<file path="src/hw/imsr_pkg.sv">
//----------------------------------------------------------------------
// Summary of operation
// - Sequencer has exactly eight states covering overlapped and stalled regimes.
// - Sequencer advances on side-select level plus internal cycle-busy, not edges.
// - Cycle-busy is high while any measurement cycle runs; it stays internal.
// - Overlapped operation uses states 3 to 6, chosen by side-select level.
// - States 3 and 6 only integrate; they launch no opposite-side measurement.
// - Side-select change while busy enters or stays in stalled state 1 or 8.
// - When busy ends in a stalled wait, go to preparation state 2 or 7.
// - Stalled states 1, 2, 7 and 8 ground the analogue inputs.
// - Successive integrations always alternate between side A and side B.
// - Start in state 1 when side-select high, 8 when low; pairs mirror.
// - Always start stalled; overlapped only after the first two states.
// - Durations count master-clock periods; prescale by four multiplies them by four.
// - Fixed periods after each side-select transition, data-ready goes low; the code also waits for new_data, so it can go low later.
// - Data-ready stays low until shift clock goes high then low again.
// - Short integration falls back to stalled; pending measurements finish grounded.
// - Long enough integrations return to overlapped; first one may be shorter.
// - Results are offset binary with about 0.4 percent positive full-scale offset.
// - Word-width select 1 gives 20-bit words; 0 drops low 4 bits.
// - Results readable at data-ready fall; bits change on shift clock fall.
// - After own results, chain input bits pass through to serial output.
// - Reset clears the device; host discards first four conversions.
//----------------------------------------------------------------------
// Purpose : Constants and types of the integrate/measure sequencer
// Assumes : 40 MHz master clock
// Notes   : Durations are in master-clock periods
package imsr_pkg;

    localparam int unsigned NUM_CHANNELS = 32;
    localparam int unsigned CH_W         = 6;
    localparam int unsigned WORD_W       = 20;
    localparam int unsigned BIT_W        = 5;
    localparam int unsigned CNT_W        = 14;
    localparam int unsigned FIFO_DEPTH   = 4;

    // Durations in master-clock periods, before prescale
    localparam logic [CNT_W-1:0] MEASURE_CYCLE_DURATION  = 14'h0040;
    localparam logic [CNT_W-1:0] TOGGLE_TO_READY_DELAY   = 14'h0050;
    localparam int unsigned      PRESCALE_SHIFT          = 2;

    // About 0.4 percent of positive full scale
    localparam logic [WORD_W:0]  RESULT_OFFSET  = 21'h001062;
    localparam logic [WORD_W:0]  RESULT_MAX     = 21'h0FFFFF;

    localparam logic [BIT_W-1:0] MSB_POS        = 5'h13;
    localparam logic [BIT_W-1:0] LSB_POS_WIDE   = 5'h00;
    localparam logic [BIT_W-1:0] LSB_POS_NARROW = 5'h04;
    localparam logic [CH_W-1:0]  LAST_CHANNEL   = 6'h1F;

    typedef enum logic [2:0] {
        ST_WAIT_HI,
        ST_PREP_HI,
        ST_INT_ONLY_LO,
        ST_OVL_HI,
        ST_OVL_LO,
        ST_INT_ONLY_HI,
        ST_PREP_LO,
        ST_WAIT_LO
    } imsr_state_t;

endpackage

</file>
<file path="src/hw/imsr_sequencer.sv">
//----------------------------------------------------------------------
// Purpose : Integrate/measure sequencer with serial result readout
// Assumes : All inputs synchronous to i_clock
// Notes   : Results come in as signed samples through a 4-word FIFO
//----------------------------------------------------------------------
`timescale 1ns/1ps

//----------------------------------------------------------------------
// Sample FIFO
//----------------------------------------------------------------------
module imsr_fifo #(
    parameter int unsigned WIDTH = 20,
    parameter int unsigned DEPTH = 4
) (
    input  wire logic             i_clock,
    input  wire logic             i_sys_rst,
    input  wire logic             i_in_valid,
    input  wire logic [WIDTH-1:0] i_in_data,
    output logic                  o_in_ready,
    output logic                  o_out_valid,
    output logic [WIDTH-1:0]      o_out_data,
    input  wire logic             i_out_ready
);
    localparam int unsigned PTR_W = $clog2(DEPTH);

    typedef struct packed {
        logic [DEPTH-1:0][WIDTH-1:0] mem;
        logic [PTR_W-1:0]            wr_ptr;
        logic [PTR_W-1:0]            rd_ptr;
        logic [PTR_W:0]              count;
    } imsr_fifo_t;

    imsr_fifo_t fifo;
    imsr_fifo_t next_fifo;
    logic       push;
    logic       pop;

    // Full refuses a push even when a pop lands in the same cycle
    assign o_in_ready  = (fifo.count != DEPTH[PTR_W:0]);
    assign o_out_valid = (fifo.count != '0);
    assign o_out_data  = fifo.mem[fifo.rd_ptr];
    assign push        = i_in_valid && o_in_ready;
    assign pop         = o_out_valid && i_out_ready;

    always_comb
    begin
        next_fifo = fifo;
        if (push)
        begin
            next_fifo.mem[fifo.wr_ptr] = i_in_data;
            next_fifo.wr_ptr = (fifo.wr_ptr == PTR_W'(DEPTH - 1)) ? '0 : fifo.wr_ptr + 1'b1;
        end
        if (pop)
        begin
            next_fifo.rd_ptr = (fifo.rd_ptr == PTR_W'(DEPTH - 1)) ? '0 : fifo.rd_ptr + 1'b1;
        end
        if (push && !pop)
        begin
            next_fifo.count = fifo.count + 1'b1;
        end
        else if (pop && !push)
        begin
            next_fifo.count = fifo.count - 1'b1;
        end
    end

    always_ff @(posedge i_clock)
    begin
        if (i_sys_rst)
        begin
            fifo <= '0;
        end
        else
        begin
            fifo <= next_fifo;
        end
    end
endmodule

//----------------------------------------------------------------------
// Sequencer and readout
//----------------------------------------------------------------------
module imsr_sequencer
    import imsr_pkg::*;
(
    input  wire logic                       i_clock,
    input  wire logic                       i_sys_rst,
    input  wire logic                       i_side_select_level,
    input  wire logic                       i_prescale_by_four,
    input  wire logic                       i_word_width_select,
    input  wire logic                       i_shift_clock,
    input  wire logic                       i_chain_in,
    input  wire logic                       i_sample_valid,
    input  wire logic [imsr_pkg::WORD_W-1:0] i_sample_data,
    output logic                            o_sample_ready,
    output logic                            o_data_ready_n,
    output logic                            o_serial_out,
    output logic                            o_input_ground,
    output logic                            o_integrating,
    output logic                            o_integrate_side,
    output logic [2:0]                      o_state_number
);
    import imsr_pkg::*;

    typedef struct packed {
        imsr_state_t                         state;
        logic                                side_prev;
        logic                                next_side;
        logic                                integ_side;
        logic [1:0]                          pend;
        logic [CNT_W-1:0]                    busy_cnt;
        logic [CH_W-1:0]                     meas_ch;
        logic                                new_data;
        logic [CNT_W-1:0]                    rdy_cnt;
        logic                                rdy_pend;
        logic                                ready_n;
        logic                                shclk_prev;
        logic                                clk_rose;
        logic [NUM_CHANNELS-1:0][WORD_W-1:0] meas;
        logic [NUM_CHANNELS-1:0][WORD_W-1:0] rd;
        logic                                wide;
        logic [BIT_W-1:0]                    bitpos;
        logic [CH_W-1:0]                     rd_ch;
        logic                                chaining;
        logic                                sout;
    } imsr_seq_t;

    imsr_seq_t         seq;
    imsr_seq_t         next_seq;
    logic              toggle;
    logic              cycle_busy;
    logic              fifo_valid;
    logic [WORD_W-1:0] fifo_data;
    logic              fifo_take;
    logic              shclk_fall;
    logic              shclk_rise;
    logic [CNT_W-1:0]  meas_dur;
    logic [CNT_W-1:0]  ready_dur;
    logic [BIT_W-1:0]  lsb_pos;

    // Signed sample to saturated offset-binary code
    // Saturating, so a large negative sample reads as zero, not a wrap
    function automatic logic [WORD_W-1:0] imsr_encode(input logic [WORD_W-1:0] sample);
        logic signed [WORD_W+1:0] sum;
        sum = $signed({sample[WORD_W-1], sample[WORD_W-1], sample})
              + $signed({1'b0, RESULT_OFFSET});
        if (sum < 0)
        begin
            return '0;
        end
        else if (sum > $signed({1'b0, RESULT_MAX}))
        begin
            return RESULT_MAX[WORD_W-1:0];
        end
        return sum[WORD_W-1:0];
    endfunction

    // True in the grounded, stalled-regime states
    function automatic logic imsr_is_stalled(input imsr_state_t st);
        return (st == ST_WAIT_HI) || (st == ST_PREP_HI)
            || (st == ST_PREP_LO) || (st == ST_WAIT_LO);
    endfunction

    imsr_fifo #(
        .WIDTH (WORD_W),
        .DEPTH (FIFO_DEPTH)
    ) u_fifo (
        .i_clock     (i_clock),
        .i_sys_rst   (i_sys_rst),
        .i_in_valid  (i_sample_valid),
        .i_in_data   (i_sample_data),
        .o_in_ready  (o_sample_ready),
        .o_out_valid (fifo_valid),
        .o_out_data  (fifo_data),
        .i_out_ready (fifo_take)
    );

    // Level compare with the last sample; a toggle lasts one cycle
    assign toggle     = (i_side_select_level != seq.side_prev);
    assign cycle_busy = (seq.busy_cnt != '0) || (seq.pend != 2'h0);
    // Measurement only drains samples; outside it the FIFO fills and stalls the source
    assign fifo_take  = (seq.busy_cnt != '0) && (seq.meas_ch <= LAST_CHANNEL)
                        && !seq.new_data;
    assign shclk_fall = seq.shclk_prev && !i_shift_clock;
    assign shclk_rise = !seq.shclk_prev && i_shift_clock;
    // Prescale stretches sequencer timing only; the readout is host-paced
    assign meas_dur   = i_prescale_by_four ? (MEASURE_CYCLE_DURATION << PRESCALE_SHIFT)
                                           : MEASURE_CYCLE_DURATION;
    assign ready_dur  = i_prescale_by_four ? (TOGGLE_TO_READY_DELAY << PRESCALE_SHIFT)
                                           : TOGGLE_TO_READY_DELAY;
    assign lsb_pos    = seq.wide ? LSB_POS_WIDE : LSB_POS_NARROW;

    //------------------------------------------------------------------
    // Next-state logic
    //------------------------------------------------------------------
    always_comb
    begin
        next_seq            = seq;
        next_seq.side_prev  = i_side_select_level;
        next_seq.shclk_prev = i_shift_clock;

        // Measurement engine
        // Starting a new cycle drops results that were never snapshotted
        if (seq.busy_cnt != '0)
        begin
            next_seq.busy_cnt = seq.busy_cnt - 1'b1;
            if (seq.busy_cnt == 14'h0001)
            begin
                next_seq.new_data = 1'b1;
            end
        end
        else if (seq.pend != 2'h0)
        begin
            next_seq.busy_cnt = meas_dur;
            next_seq.pend     = seq.pend - 1'b1;
            next_seq.meas_ch  = '0;
            next_seq.new_data = 1'b0;
        end
        if (fifo_take && fifo_valid)
        begin
            next_seq.meas[seq.meas_ch[4:0]] = imsr_encode(fifo_data);
            next_seq.meas_ch = seq.meas_ch + 1'b1;
        end

        // Level-driven state progression
        unique case (seq.state)
            ST_WAIT_HI, ST_WAIT_LO:
            begin
                // Toggles here only re-pick the mirror; no integration runs
                if (cycle_busy)
                begin
                    next_seq.state = i_side_select_level ? ST_WAIT_HI : ST_WAIT_LO;
                end
                else
                begin
                    next_seq.state = i_side_select_level ? ST_PREP_HI : ST_PREP_LO;
                end
            end
            ST_PREP_HI, ST_PREP_LO:
            begin
                if (toggle)
                begin
                    // First integration after a stall runs with no measurement beside it
                    next_seq.state = i_side_select_level ? ST_INT_ONLY_HI
                                                         : ST_INT_ONLY_LO;
                    next_seq.integ_side = seq.next_side;
                    next_seq.next_side  = !seq.next_side;
                end
            end
            ST_INT_ONLY_LO, ST_OVL_HI, ST_OVL_LO, ST_INT_ONLY_HI:
            begin
                if (toggle)
                begin
                    // Queue a measurement of the side that just finished
                    next_seq.pend = next_seq.pend + 1'b1;
                    if (cycle_busy)
                    begin
                        next_seq.state = i_side_select_level ? ST_WAIT_HI : ST_WAIT_LO;
                    end
                    else
                    begin
                        next_seq.state = i_side_select_level ? ST_OVL_HI : ST_OVL_LO;
                        next_seq.integ_side = seq.next_side;
                        next_seq.next_side  = !seq.next_side;
                    end
                end
            end
        endcase

        // Data-ready timing
        // Each toggle restarts the delay, so ready follows the last one
        if (toggle)
        begin
            next_seq.rdy_cnt  = ready_dur;
            next_seq.rdy_pend = 1'b1;
        end
        else if (seq.rdy_cnt != '0)
        begin
            next_seq.rdy_cnt = seq.rdy_cnt - 1'b1;
        end

        // Readout shifter
        // Shift clock is sampled, so each phase must last a full clock
        if (shclk_rise && !seq.ready_n)
        begin
            next_seq.clk_rose = 1'b1;
        end
        if (shclk_fall)
        begin
            if (!seq.ready_n && seq.clk_rose)
            begin
                next_seq.ready_n  = 1'b1;
                next_seq.clk_rose = 1'b0;
            end
            if (seq.chaining)
            begin
                next_seq.sout = i_chain_in;
            end
            else if (seq.bitpos == lsb_pos)
            begin
                next_seq.bitpos = MSB_POS;
                if (seq.rd_ch == LAST_CHANNEL)
                begin
                    next_seq.chaining = 1'b1;
                    next_seq.sout     = i_chain_in;
                end
                else
                begin
                    next_seq.rd_ch = seq.rd_ch + 1'b1;
                    next_seq.sout  = seq.rd[seq.rd_ch[4:0] + 5'h01][MSB_POS];
                end
            end
            else
            begin
                next_seq.bitpos = seq.bitpos - 1'b1;
                next_seq.sout   = seq.rd[seq.rd_ch[4:0]][seq.bitpos - 5'h01];
            end
        end

        // Snapshot wins over the shifter: a new result set restarts the readout
        if (seq.rdy_pend && (seq.rdy_cnt == '0) && !toggle && seq.new_data)
        begin
            next_seq.rd       = seq.meas;
            next_seq.rdy_pend = 1'b0;
            next_seq.new_data = 1'b0;
            next_seq.ready_n  = 1'b0;
            next_seq.clk_rose = 1'b0;
            next_seq.wide     = i_word_width_select;
            next_seq.rd_ch    = '0;
            next_seq.bitpos   = MSB_POS;
            next_seq.chaining = 1'b0;
            next_seq.sout     = seq.meas[0][MSB_POS];
        end
    end

    //------------------------------------------------------------------
    // State register
    //------------------------------------------------------------------
    always_ff @(posedge i_clock)
    begin
        if (i_sys_rst)
        begin
            // Synchronous, so the side-select level may be sampled here
            next_seq_reset();
        end
        else
        begin
            seq <= next_seq;
        end
    end

    // Readout idles with ready high and data low until a snapshot
    task automatic next_seq_reset();
        seq            <= '0;
        seq.state      <= i_side_select_level ? ST_WAIT_HI : ST_WAIT_LO;
        seq.side_prev  <= i_side_select_level;
        seq.ready_n    <= 1'b1;
        seq.bitpos     <= MSB_POS;
        seq.shclk_prev <= i_shift_clock;
    endtask

    //------------------------------------------------------------------
    // Outputs
    //------------------------------------------------------------------
    assign o_data_ready_n   = seq.ready_n;
    assign o_serial_out     = seq.sout;
    // Decoded from the state register, so neither output glitches
    assign o_input_ground   = imsr_is_stalled(seq.state);
    assign o_integrating    = !imsr_is_stalled(seq.state);
    assign o_integrate_side = seq.integ_side;
    assign o_state_number   = seq.state;
endmodule

</file>
<file path="config.mk">
export PLATFORM = sky130hd
export DESIGN_NAME = imsr_sequencer
export DESIGN_NICKNAME = d
export VERILOG_FILES = /design/src/hw/imsr_pkg.sv /design/src/hw/imsr_sequencer.sv
export SDC_FILE = /design/constraint.sdc
export NUM_CORES = 2
export LEC_CHECK = 0
export CORE_ASPECT_RATIO = 1.25
export CORE_MARGIN = 2
export CORE_UTILIZATION = 50
export DETAILED_ROUTE_END_ITERATION = 6
export DONT_BUFFER_PORTS = 1
export SLEW_MARGIN = 20
export SYNTH_ARGS = -nofsm -noshare
export SYNTH_HDL_FRONTEND = slang
export SYNTH_SLANG_ARGS = --single-unit
</file>
<file path="constraint.sdc">
create_clock -name i_clock -period 4.3 [get_ports i_clock]
set_input_delay 0.645 -clock i_clock [delete_from_list [all_inputs] [get_ports i_clock]]
set_output_delay 0.645 -clock i_clock [all_outputs]
set_load 0.03 [all_outputs]
</file>
==> flow_metrics.tcl <==
set metrics [dict create \
    status "finished clean" \
    hold_class "in2reg" \
    power.switching_mw 8.37 \
    fin_util 0.551 \
    std_cell_rows 139 \
    pwr-share-clk 0.428 \
    yosys-top-cells-count "2457 x nand2_1, 1425 x dfxtp_1, 1279 x a21oi_1" \
    tns_ns 0 \
    antenna_found_initial 9 \
    dp_cells 7937 \
    reg2reg_to "o_serial_out$_SDFFE_PP0P_" \
    drt-met1-wl_mm 74.7 \
    dr.pass1.iters 6 \
    internal_power_mw 22.0 \
    start_util 0.503 \
    io_pins 37 \
    hold_viol 0 \
    final_nets 6684 \
    critPathKind "reg2reg" \
    power_mw 30.3 \
    cp-end-kind "register" \
    dieWidth_um 308 \
    worst_r2r_path_depth 9 \
    io_buffers 0 \
    cts.sinks 1428 \
    setup_ws_ns 0.288 \
    synth_nets 6993 \
    synthesis.area_um2 57600 \
    netSwitchingFraction 0.276 \
    min_period_ns 4.01 \
    required_ns 4.98 \
    drv_slew 0 \
    leakagePower_nw 20.2 \
    grt_pass1_wl_mm 267 \
    topRoutingLayerUsed "met5" \
    synth_enable_flop_cells 3 \
    vias 47300 \
    powerDensity_nw_per_um2 480 \
    areaGrowthSynthToFinish_pct 9.61 \
    power_frac_comb 0.119 \
    start_kind "register" \
    clk_latency_ns 0.79 \
    rrSetupSlack_ns 0.29 \
    dp_hpwl_mm 101 \
    clockBufferDepth 3 \
    grt_max_degree 1332 \
    finalCritPeriodShare 0.933 \
    die_height_um 384 \
    route.detailed.drc 0 \
    syn_area_per_cell_um2 8.29 \
    vias_per_cell 5.74 \
    tightest_slew_ns 1.13 \
    wl_per_cell_um 21.4 \
    htree_levels 4 \
    hold_end "seq[955]$_SDFFE_PP0P_" \
    slew_headroom 0.247 \
    wl_met2_mm 82.8 \
    dieArea_um2 118000 \
    synth.largest_area_cell "dfxtp_1" \
    cp.arrival_ns 4.70 \
    post-cts-setup-buffers 0 \
    hold_start "i_sys_rst" \
    root_buffer "clkbuf_16" \
    setup_violations 0 \
    place_ws_ns 0.548 \
    hold-path-cell-count 2 \
    coreArea_um2 115000 \
    synth_seq_cells 1428 \
    synth_top_area_frac 0.495 \
    ant_nets 0 \
    clk_pin_slew_ns 0.06 \
    yosys_warnings 0 \
    grt_pass1_vias 43700 \
    postSynthCellCount 6946 \
    cts_tree "built" \
    gp_congestion 0.980 \
    grt_remaining_overflow 0 \
    synth.most_common_cell "nand2_1" \
    drive_above_1_share 0.0863 \
    yosysSeqAreaShare 0.497 \
    skew_ns 0.0228 \
    cts.repair.resized 0 \
    yosys.cell_types.count 80 \
    grt_use_total 0.293 \
    detail_route.wirelength_mm 176 \
    synth_flop_cell "dfxtp_1" \
    num_antenna_cells 0 \
    stdcell_count 8235 \
    seqPwrFrac 0.453 \
    rsz0062_at_grt "no" \
    maxCapViolations 0 \
    clock.fmax_ghz 0.249 \
    critPathMaxFanout 25 \
    synth-async-reset-ratio 0 \
    drt_iter0_drc 4631 \
    cts_buffers 144 \
    synth_area_leaders "dfxtp_1 50%, nand2_1 16%, a21oi_1 11%, mux4_2 5.9%, clkbuf_1 2.4%" \
    wl_met3_mm 11.6 \
    r2r_start "seq[4]$_SDFFE_PP0P_" \
    vdd_drop_max_mv 0.465 \
]
==> per-layer routing <==
layer	global-route usage	vias up
met5	0	-
met4	0.121	4
met3	0.0488	369
met2	0.474	1543
met1	0.389	22900
li1	-	22500
==> layout make-up <==
class	instances	area, µm²
Multi-Input combinational cell	4885	26000
Tap cell	1480	1850
Inverter	22	82.6
Clock buffer	224	4400
Fill cell	10600	51500
Clock inverter	40	509
Sequential cell	1428	28600
Timing Repair Buffer	156	1640
==> placed cells by master (no fill, tap or decap), drive strengths merged, types with 90 or more instances in the layout <==
cell / instances
o21ai: 157
nor2: 106
mux4: 154
nand2: 2481
nand3b: 131
a21oi: 1281
buf: 131
nand3: 118
clkbuf: 224
dfxtp: 1425
mux2i: 90
==> logic make-up after synthesis <==
kind of cell,after synthesis,share of synthesized area
adders and majority gates,19,0.00426
DFF,1428,0.497
xor gates and xnor gates,57,0.00866
muxes,254,0.0780
and+or+nand+nor,3006,0.219
AOI/OAI and AO/OA,1549,0.141
buffers and inverters,633,0.0527
==> sequential cells by signal, indices dropped and copies added (netlist names) <==
register and count:
o_data_ready_n 1, seq 1335, o_state_number 3, o_serial_out 1, o_integrate_side 1, u_fifo.fifo 87
==> per-stage QoR <==
stage / hold WS, ns / instance area (µm²)
global route: 0.0132 / 63200
global placement: 0.434 / 57800
finish: 0.0448 / 63200
CTS: 0.00335 / 63000
floorplan: 0.427 / 57600
detailed placement: 0.440 / 57800
==> power by group through the flow <==
| stage | clock network [mW] | logic [mW] | registers, mW |
|---|---|---|---|
| floorplan | 0 | 2.48 | 13.9 |
| global placement | 0 | 3.29 | 14.0 |
| detailed placement | 0 | 3.31 | 14.0 |
| CTS | 13.2 | 3.37 | 13.7 |
| global route | 13.7 | 3.80 | 13.8 |
| finish | 13.0 | 3.61 | 13.7 |
==> timing repair <==
item                                   CTS  global route
hold buffers                            27             1
setup endpoints to repair                0             0
endpoints found under the hold margin   92            36
==> critical path: stages, from the launching register on <==
cell and delay (ns):
dfxtp_4 0.66, buf_4 0.32, clkinv_1 0.15, nor2_1 0.58
buf_4 0.31, a221oi_1 0.10, nor3_1 0.89, nor3_1 0.16
or3_1 0.45, o31ai_1 0.25
==> worst max path at each step <==
stage,end,start,slack [ns],cells after the start
6_report,o_serial_out$_SDFFE_PP0P_,seq[4]$_SDFFE_PP0P_,0.29,9
4_1_cts,seq[1008]$_SDFFE_PP0P_,u_fifo.fifo[3]$_SDFFE_PP0P_,0.52,10
3_5_place_dp,seq[808]$_SDFFE_PP0P_,u_fifo.fifo[3]$_SDFFE_PP0P_,0.55,10
5_1_grt,seq[708]$_SDFFE_PP0P_,u_fifo.fifo[3]$_SDFFE_PP0P_,0.35,10
3_3_place_gp,o_serial_out$_SDFFE_PP0P_,seq[2]$_SDFFE_PP0P_,0.30,9
2_1_floorplan,u_fifo.fifo[2]$_SDFFE_PP0P_,seq[1327]$_SDFFE_PP0N_,1.06,14
Power figures use the tool's default switching activity.
